## src/iwc_pkg.sv

```systemverilog
// Constants, register map and mode type for the interrupt and wakeup controller
// How it works
// - Sleep or green mode halts the core until a wakeup trigger arrives.
// - Sleep wakes only on port zero or enabled port one pin changes, into normal mode.
// - Green wakes on pin change or timer zero overflow, back to normal or slow.
// - Entering sleep stops the high-speed oscillator.
// - Sleep wakeup waits 4096 high-speed oscillator clocks before normal mode.
// - Green wakeup has no settling delay; its clock never stopped.
// - Port zero pins always wake; port one pins only with their enable bits.
// - Port one wake enables at 0C0H, bit n per pin, write-only, reset 0.
// - Nine request sources: six internal peripherals and three external lines.
// - An external request that wakes from sleep stays latched until normal mode.
// - Taking an interrupt clears the global enable.
// - Return from interrupt sets the global enable again.
// - Taking an interrupt pushes the stack and loads vector address 8.
// - Enable register 0C9H: lines a,b,c bits 0-2; serial,timer0,capA,capB,converter bits 3-7.
// - Extra peripheral enable sits in bit 0 of 0C7H, read-write, reset 0.
// - Hardware sets flags in 0C8H at enable bit positions; software clears them.
// - Extra peripheral flag sits in bit 0 of 0C6H, read-write, reset 0.
// - Global enable is bit 7 of 0DFH, read-write, reset 0.
// - An external line flag is not set while its enable bit is clear.
// - Timer zero flag sets on overflow regardless of enable; vector needs enable.
package iwc_pkg;
    // Register indices; the bus byte address is four times the index
    localparam logic [7:0] IDX_WAKE_EN = 8'hc0;
    localparam logic [7:0] IDX_FLAGS_EXT = 8'hc6;
    localparam logic [7:0] IDX_ENABLE_EXT = 8'hc7;
    localparam logic [7:0] IDX_FLAGS = 8'hc8;
    localparam logic [7:0] IDX_ENABLE = 8'hc9;
    localparam logic [7:0] IDX_STACK = 8'hdf;
    localparam int GIE_BIT = 7;
    localparam int EXT_LINES = 3;
    localparam logic [7:0] RST_BYTE = 8'h00;
    localparam logic [2:0] RST_STACK = 3'h7;
    localparam logic [11:0] VECTOR_ADDR_VAL = 12'h008;
    localparam int WAKE_CLOCKS_DEF = 4096;
    typedef enum logic [1:0] {ST_RUN, ST_GREEN, ST_SLEEP, ST_SETTLE} iwc_mode_t;
endpackage : iwc_pkg

```

## src/iwc_ctrl.sv

```systemverilog
// Interrupt collection, vectoring and sleep/green wakeup control with AHB-Lite registers
//
// Decided for this implementation: the AHB-Lite interface to the registers.
`timescale 1ns/1ps
module iwc_ctrl #(
    parameter int WAKE_CLOCKS = iwc_pkg::WAKE_CLOCKS_DEF,
    parameter int ADDR_W = 10
) (
    input wire logic REF_CLK,
    input wire logic RST,
    input wire logic HSEL,
    input wire logic [ADDR_W-1:0] HADDR,
    input wire logic [1:0] HTRANS,
    input wire logic HWRITE,
    input wire logic [2:0] HSIZE,
    input wire logic [31:0] HWDATA,
    input wire logic HREADY,
    output logic [31:0] HRDATA,
    output logic HREADYOUT,
    output logic HRESP,
    input wire logic [7:0] PORT_ZERO,
    input wire logic [7:0] PORT_ONE,
    input wire logic HOSC_CLK,
    input wire logic TIMER_ZERO_OVF,
    input wire logic CAPTURE_TIMER_A_REQ,
    input wire logic CAPTURE_TIMER_B_REQ,
    input wire logic SERIAL_UNIT_REQ,
    input wire logic CONVERTER_REQ,
    input wire logic EXTRA_PERIPH_REQ,
    input wire logic SLEEP_ENTER,
    input wire logic GREEN_ENTER,
    input wire logic SLOW_MODE,
    input wire logic CORE_ACCEPT,
    input wire logic RETURN_FROM_IRQ,
    output logic IRQ_REQ,
    output logic VECTOR_LOAD,
    output logic [11:0] VECTOR_ADDR,
    output logic STACK_PUSH,
    output logic CPU_HALT,
    output logic HOSC_STOP,
    output logic RESUME_SLOW
);
    localparam int CW = $clog2(WAKE_CLOCKS + 1);
    localparam logic [CW-1:0] CNT_LAST = CW'(WAKE_CLOCKS - 1);

    // Register state
    logic [7:0] pin_wake_bits;
    logic [7:0] irq_enable;
    logic [7:0] irq_flags;
    logic extra_periph_en;
    logic extra_periph_flag;
    logic global_irq_enable;
    logic [2:0] stack_pointer_reg;

    logic [7:0] next_pin_wake_bits;
    logic [7:0] next_irq_enable;
    logic [7:0] next_irq_flags;
    logic next_extra_periph_en;
    logic next_extra_periph_flag;
    logic next_global_irq_enable;
    logic [2:0] next_stack_pointer_reg;

    // Bus data phase state
    logic wr_pend;
    logic [7:0] wr_idx;
    logic [7:0] wdata;

    // Mode state
    iwc_pkg::iwc_mode_t mode;
    iwc_pkg::iwc_mode_t next_mode;
    logic [CW-1:0] settle_cnt;

    // Synchronised pins
    logic [7:0] p0_level;
    logic [7:0] p0_change;
    logic [7:0] p1_level;
    logic [7:0] p1_change;
    logic hosc_level;
    logic hosc_change;
    logic hosc_rise;

    logic wake_pins;
    logic asleep;
    logic take;
    logic [7:0] flag_set;
    logic [2:0] ext_set;
    logic [4:0] int_set;
    logic [31:0] rd_mux;
    logic addr_ok;
    logic [7:0] addr_idx;

    iwc_sync_edge #(.W(8)) u_sync_p0 (
        .clk(REF_CLK),
        .rst(RST),
        .din(PORT_ZERO),
        .level(p0_level),
        .change(p0_change)
    );

    iwc_sync_edge #(.W(8)) u_sync_p1 (
        .clk(REF_CLK),
        .rst(RST),
        .din(PORT_ONE),
        .level(p1_level),
        .change(p1_change)
    );

    iwc_sync_edge #(.W(1)) u_sync_hosc (
        .clk(REF_CLK),
        .rst(RST),
        .din(HOSC_CLK),
        .level(hosc_level),
        .change(hosc_change)
    );

    assign hosc_rise = hosc_change & hosc_level;

    // Bus slave: zero wait states, always OKAY
    assign HREADYOUT = 1'b1;
    assign HRESP = 1'b0;
    assign addr_idx = HADDR[9:2];
    assign addr_ok = HSEL && HTRANS[1] && HREADY;

    always_ff @(posedge REF_CLK or posedge RST) begin
        if (RST) begin
            wr_pend <= 1'b0;
            wr_idx <= 8'h00;
        end else begin
            wr_pend <= addr_ok && HWRITE;
            wr_idx <= addr_idx;
        end
    end

    assign wdata = HWDATA[7:0];

    // Read data is taken from next values so a write just ahead is seen
    always_comb begin
        rd_mux = 32'h0000_0000;
        case (addr_idx)
            iwc_pkg::IDX_FLAGS_EXT: rd_mux = {31'h0000_0000, next_extra_periph_flag};
            iwc_pkg::IDX_ENABLE_EXT: rd_mux = {31'h0000_0000, next_extra_periph_en};
            iwc_pkg::IDX_FLAGS: rd_mux = {24'h00_0000, next_irq_flags};
            iwc_pkg::IDX_ENABLE: rd_mux = {24'h00_0000, next_irq_enable};
            iwc_pkg::IDX_STACK: rd_mux = {24'h00_0000, next_global_irq_enable, 4'h0, next_stack_pointer_reg};
            default: rd_mux = 32'h0000_0000;
        endcase
    end

    always_ff @(posedge REF_CLK or posedge RST) begin
        if (RST) begin
            HRDATA <= 32'h0000_0000;
        end else if (addr_ok && !HWRITE) begin
            HRDATA <= rd_mux;
        end
    end

    // Wake enables are write-only and never read back
    always_comb begin
        next_pin_wake_bits = pin_wake_bits;
        if (wr_pend && wr_idx == iwc_pkg::IDX_WAKE_EN) begin
            next_pin_wake_bits = wdata;
        end
    end

    always_comb begin
        next_irq_enable = irq_enable;
        next_extra_periph_en = extra_periph_en;
        if (wr_pend && wr_idx == iwc_pkg::IDX_ENABLE) begin
            next_irq_enable = wdata;
        end
        if (wr_pend && wr_idx == iwc_pkg::IDX_ENABLE_EXT) begin
            next_extra_periph_en = wdata[0];
        end
    end

    // Peripherals stand still in sleep, so their requests are ignored there
    assign asleep = (mode == iwc_pkg::ST_SLEEP) || (mode == iwc_pkg::ST_SETTLE);
    assign ext_set = p0_change[iwc_pkg::EXT_LINES-1:0] & irq_enable[iwc_pkg::EXT_LINES-1:0];
    assign int_set = {CONVERTER_REQ, CAPTURE_TIMER_B_REQ, CAPTURE_TIMER_A_REQ,
                      TIMER_ZERO_OVF, SERIAL_UNIT_REQ} & {5{~asleep}};
    assign flag_set = {int_set, ext_set};

    // A set arriving with a software clear wins
    always_comb begin
        next_irq_flags = irq_flags;
        next_extra_periph_flag = extra_periph_flag;
        if (wr_pend && wr_idx == iwc_pkg::IDX_FLAGS) begin
            next_irq_flags = wdata;
        end
        if (wr_pend && wr_idx == iwc_pkg::IDX_FLAGS_EXT) begin
            next_extra_periph_flag = wdata[0];
        end
        next_irq_flags = next_irq_flags | flag_set;
        next_extra_periph_flag = next_extra_periph_flag | (EXTRA_PERIPH_REQ & ~asleep);
    end

    // Requests stay pending through sleep and settle; vectoring waits for normal run
    assign IRQ_REQ = global_irq_enable && (mode == iwc_pkg::ST_RUN) &&
                     ((|(irq_flags & irq_enable)) || (extra_periph_flag && extra_periph_en));
    assign take = IRQ_REQ && CORE_ACCEPT;

    // Taking wins over a return in the same cycle
    always_comb begin
        next_global_irq_enable = global_irq_enable;
        next_stack_pointer_reg = stack_pointer_reg;
        if (wr_pend && wr_idx == iwc_pkg::IDX_STACK) begin
            next_global_irq_enable = wdata[iwc_pkg::GIE_BIT];
            next_stack_pointer_reg = wdata[2:0];
        end
        if (take) begin
            next_global_irq_enable = 1'b0;
            next_stack_pointer_reg = stack_pointer_reg - 3'h1;
        end else if (RETURN_FROM_IRQ) begin
            next_global_irq_enable = 1'b1;
            next_stack_pointer_reg = stack_pointer_reg + 3'h1;
        end
    end

    always_ff @(posedge REF_CLK or posedge RST) begin
        if (RST) begin
            pin_wake_bits <= iwc_pkg::RST_BYTE;
            irq_enable <= iwc_pkg::RST_BYTE;
            extra_periph_en <= 1'b0;
        end else begin
            pin_wake_bits <= next_pin_wake_bits;
            irq_enable <= next_irq_enable;
            extra_periph_en <= next_extra_periph_en;
        end
    end

    always_ff @(posedge REF_CLK or posedge RST) begin
        if (RST) begin
            irq_flags <= iwc_pkg::RST_BYTE;
            extra_periph_flag <= 1'b0;
        end else begin
            irq_flags <= next_irq_flags;
            extra_periph_flag <= next_extra_periph_flag;
        end
    end

    always_ff @(posedge REF_CLK or posedge RST) begin
        if (RST) begin
            global_irq_enable <= 1'b0;
            stack_pointer_reg <= iwc_pkg::RST_STACK;
        end else begin
            global_irq_enable <= next_global_irq_enable;
            stack_pointer_reg <= next_stack_pointer_reg;
        end
    end

    // Vector strobe and stack push follow the take by one edge
    always_ff @(posedge REF_CLK or posedge RST) begin
        if (RST) begin
            VECTOR_LOAD <= 1'b0;
            STACK_PUSH <= 1'b0;
            VECTOR_ADDR <= 12'h000;
        end else begin
            VECTOR_LOAD <= take;
            STACK_PUSH <= take;
            VECTOR_ADDR <= iwc_pkg::VECTOR_ADDR_VAL;
        end
    end

    // Port zero always wakes, port one per pin
    assign wake_pins = (|p0_change) || (|(p1_change & pin_wake_bits));

    always_comb begin
        next_mode = mode;
        case (mode)
            iwc_pkg::ST_RUN: begin
                if (SLEEP_ENTER) begin
                    next_mode = iwc_pkg::ST_SLEEP;
                end else if (GREEN_ENTER) begin
                    next_mode = iwc_pkg::ST_GREEN;
                end
            end
            iwc_pkg::ST_GREEN: begin
                if (wake_pins || TIMER_ZERO_OVF) begin
                    next_mode = iwc_pkg::ST_RUN;
                end
            end
            iwc_pkg::ST_SLEEP: begin
                if (wake_pins) begin
                    next_mode = iwc_pkg::ST_SETTLE;
                end
            end
            iwc_pkg::ST_SETTLE: begin
                if (hosc_rise && settle_cnt == CNT_LAST) begin
                    next_mode = iwc_pkg::ST_RUN;
                end
            end
            default: next_mode = iwc_pkg::ST_RUN;
        endcase
    end

    always_ff @(posedge REF_CLK or posedge RST) begin
        if (RST) begin
            mode <= iwc_pkg::ST_RUN;
        end else begin
            mode <= next_mode;
        end
    end

    // Counts only oscillator edges seen after the wakeup
    always_ff @(posedge REF_CLK or posedge RST) begin
        if (RST) begin
            settle_cnt <= '0;
        end else if (mode != iwc_pkg::ST_SETTLE) begin
            settle_cnt <= '0;
        end else if (hosc_rise) begin
            settle_cnt <= settle_cnt + CW'(1);
        end
    end

    always_ff @(posedge REF_CLK or posedge RST) begin
        if (RST) begin
            CPU_HALT <= 1'b0;
            HOSC_STOP <= 1'b0;
        end else begin
            CPU_HALT <= (next_mode != iwc_pkg::ST_RUN);
            HOSC_STOP <= (next_mode == iwc_pkg::ST_SLEEP);
        end
    end

    // Green returns to the mode it left; sleep always returns to normal
    always_ff @(posedge REF_CLK or posedge RST) begin
        if (RST) begin
            RESUME_SLOW <= 1'b0;
        end else if (mode == iwc_pkg::ST_RUN && SLEEP_ENTER) begin
            RESUME_SLOW <= 1'b0;
        end else if (mode == iwc_pkg::ST_RUN && GREEN_ENTER) begin
            RESUME_SLOW <= SLOW_MODE;
        end
    end
endmodule : iwc_ctrl

```

## src/iwc_sync_edge.sv

```systemverilog
// Two-flop synchroniser with level-change detection
`timescale 1ns/1ps
module iwc_sync_edge #(
    parameter int W = 8
) (
    input wire logic clk,
    input wire logic rst,
    input wire logic [W-1:0] din,
    output logic [W-1:0] level,
    output logic [W-1:0] change
);
    logic [W-1:0] meta;
    logic [W-1:0] stable;
    logic [W-1:0] prev;

    // First stage feeds only the second stage
    always_ff @(posedge clk or posedge rst) begin
        if (rst) begin
            meta <= '0;
            stable <= '0;
            prev <= '0;
        end else begin
            meta <= din;
            stable <= meta;
            prev <= stable;
        end
    end

    assign level = stable;
    assign change = stable ^ prev;
endmodule : iwc_sync_edge
```

## config.mk

```make
export PLATFORM = sky130hd
export DESIGN_NAME = iwc_ctrl
export DESIGN_NICKNAME = d
export VERILOG_FILES = /design/src/iwc_pkg.sv /design/src/iwc_ctrl.sv /design/src/iwc_sync_edge.sv
export SDC_FILE = /design/constraint.sdc
export NUM_CORES = 1
export LEC_CHECK = 0
export ABC_AREA = 1
export BUFFER_PORTS_ARGS = -buffer_cell sky130_fd_sc_hd__buf_2
export CORE_UTILIZATION = 45
export DETAILED_ROUTE_END_ITERATION = 10
export PLACE_DENSITY = 0.72
export SYNTH_ARGS = -nofsm -noshare
export SYNTH_HDL_FRONTEND = slang
export SYNTH_SLANG_ARGS = --single-unit
export TNS_END_PERCENT = 10
```

## constraint.sdc

```tcl
create_clock -name REF_CLK -period 3.1 [get_ports REF_CLK]
set_input_delay 0.155 -clock REF_CLK [delete_from_list [all_inputs] [get_ports REF_CLK]]
set_output_delay 0.155 -clock REF_CLK [all_outputs]
set_load 0.03 [all_outputs]
```

==> flow_metrics.py <==
metrics = {
    "clock_tree": {
        "clkTransAtPathRegs_ns": 0.06,
        "clockBufferDepth": 2,
        "cts_hold_buffers": 31,
        "clkSinkCount": 118,
        "htreeDepth": 4,
        "cts_made_buffers": 17,
        "post-cts-setup-buffer-count": 0,
        "clockRootBuffer": "clkbuf_16",
        "clock_latency_ns": 0.41,
        "cts_resized": 0,
        "cts_tree": "built",
    },
    "synth": {
        "ys_seq_elements": 118,
        "netlist_area_um2": 5100,
        "ys_seq_area_share_pct": 58.0,
        "yosys.area.top_type_share_pct": 56.5,
        "syn-instance-count": 545,
        "synth_cell_type_count": 38,
        "syn_avg_cell_area_um2": 9.35,
        "ys_top_cells_by_area": "dfrtp_1, nand2_1, buf_4",
        "ys_warn_count": 0,
        "synth_top_area_cell": "dfrtp_1",
    },
    "sta": {
        "rsz0062_at_grt": "false",
        "period_needed_ns": 1.89,
        "layout_setup_ws_ns": 1.21,
        "timing.final.crit_share_pct": 61.0,
        "slew_headroom_pct": 38.7,
        "setup_viol_count_final": 0,
        "fin_setup_tns_ns": 0,
        "fin_skew_ns": 0.00676,
        "finalHoldViolCount": 0,
        "clock.fmax_mhz": 529,
        "tightest_slew_ns": 0.912,
        "slew_viol_final": 0,
    },
    "global_routing": {
        "antenna_found_initial": 0,
        "grt-ovfl-total": 0,
        "grt_pass1_wl_mm": 16.7,
        "grt_max_degree": 59,
        "grt_pass1_vias": 3725,
        "track_usage_pct": 19.3,
    },
    "routing": {
        "first_iter_violations": 242,
        "drc": 0,
        "wl_per_cell_um": 12.5,
        "wl_mm": 10.1,
        "routed_via_density": 4.69,
        "first_pass_iters": 5,
        "vias": 3781,
        "ant_nets": 0,
    },
    "placed_design": {
        "gp_congestion": 0.866,
        "place_ws_ns": 1.32,
        "hpwl_mm": 7.09,
        "io_buffers": 64,
    },
    "power": {
        "power.leakage_nw": 3.19,
        "power_density_nw_per_um2": 612,
        "vdd_drop_max_mv": 0.474,
        "finalPower_mw": 3.85,
    },
    "setup_path": {
        "crit_required_ns": 3.45,
        "crit_arrival_ns": 2.24,
        "cp_cell_sequence": "dlygate4sd3_1, buf_2, nand2_1, nor2_1, nand4_1, nor2_1, a22oi_1, nand2_1, nand2_1, nand2_1",
        "cpPeakStageDelay_ns": 0.57,
        "slowest_stage": "nor2_1",
        "crit_fanout": 8,
        "crit_buf_inv": 2,
        "start_kind": "input pin",
        "crit_path_end_kind": "register",
        "crit_family": "simple AND/OR/NAND/NOR gates",
        "worstSetupPathType": "input pin to register",
        "crit_top_cell": "nand2_1",
    },
    "die": {
        "fp-row-count": 38,
        "die_w_um": 108,
        "core_region_area_um2": 10900,
        "start_util_pct": 46.6,
        "dieArea_um2": 11800,
        "die_h_um": 108,
        "io_pins": 132,
    },
    "final_layout": {
        "diodes": 0,
        "drive_gt1_share_pct": 18.7,
        "largest_register_ffs": 13,
        "regMostFlops": "settle_cnt",
        "fillers": 909,
        "mostFrequentLayoutCell": "nand2_1",
        "layout.nets": 737,
        "final_cell_mix": "nand2_1, dfrtp_1, buf_2, inv_1, nor2_1",
        "syn_to_final_growth_pct": 23.6,
    },
    "job": {
        "maxCapViolCount": 0,
    },
    "worst_hold_path": {
        "hold_class": "input pin to register",
    },
    "run_status": {
        "outcome": "complete, no violations",
    },
}
## routing by layer
layer	global-route usage (%)	wire, µm
met3	5.00	546
met4	9.75	161
met2	32.5	5000
met1	22.7	4340
met5	0	0
## logic make-up after synthesis
logic type,share of synthesized area [%]
xor+xnor,1.89
simple gates,22.6
other cells,0.147
flops,58.0
compound gates,6.43
fa+ha+maj,0.737
buf+inv,10.2
## worst reg2reg max path, delay by kind of cell, from the launching register on
kind	cells	cell delay [ns]
flip-flops	1	0.37
AO/OA/AOI/OAI	2	0.37
buffers and inverters	1	0.07
AND/OR/NAND/NOR	7	0.93
## final timing paths
check                                  endpoint  slack (ns)               from  cells after the start
min in group asynchronous      u_sync_hosc.prev        0.35                RST                      3
setup / recovery                      HRDATA[1]        1.21           HADDR[8]                     10
setup reg to reg                      HRDATA[1]        1.26          wr_idx[5]                     10
max in group asynchronous  stack_pointer_reg[1]        1.88                RST                      4
hold reg to reg              u_sync_p1.level[3]        0.35  u_sync_p1.meta[3]                      0
hold / removal                     irq_flags[4]        0.02     TIMER_ZERO_OVF                      3
## cell type report
| type | count | area [µm²] | share of cell area [%] |
|---|---|---|---|
| sequential | 118 | 2960 | 46.9 |
| multi-input combinational | 367 | 1760 | 27.9 |
| timing repair buffer | 97 | 658 | 10.4 |
| clock buffer | 18 | 429 | 6.81 |
| inverter | 53 | 203 | 3.22 |
| tap | 140 | 175 | 2.78 |
| clock inverter | 14 | 120 | 1.91 |
## through the flow
step	hold slack, ns	cell area (µm²)	util, %	instances
6_report	0.0225	6300	57.6	807
3_3_place_gp	0.249	5440	49.7	744
5_1_grt	0.0214	6300	57.6	807
2_1_floorplan	0.186	5240	-	581
4_1_cts	0.00227	6300	57.6	807
3_5_place_dp	0.252	5440	49.7	744
## power by group
group / internal, mW / switching, mW
logic: 0.136 / 0.220
clock network: 1.04 / 0.752
registers: 1.64 / 0.0636
total: 2.82 / 1.04
## cell usage after synthesis
cell type and instances:
o21ai_2 2, o21ai_0 7, dfstp_2 3, clkinv_1 1, dfrtp_1 115, nand3_1 39
or2_4 1, nor3b_1 1, o211ai_2 5, buf_4 38, clkbuf_1 2, a22oi_1 2
a21oi_1 10, and2_1 4, xnor2_1 2, nor2_1 47, buf_1 1, nand2_1 137
nor2_4 2, or2_1 5, a21boi_1 4, conb_1 2, nor2_2 4, inv_1 48
nand2_4 1, or2_2 2, nand2_2 1, buf_6 2, nand4_2 1, nand4_1 10
inv_2 4, o21ai_1 22, nor3_1 5, nor3_2 1, xor2_1 9, nor4_1 1
o211ai_1 1, ha_1 3
Power figures use the tool's default switching activity.
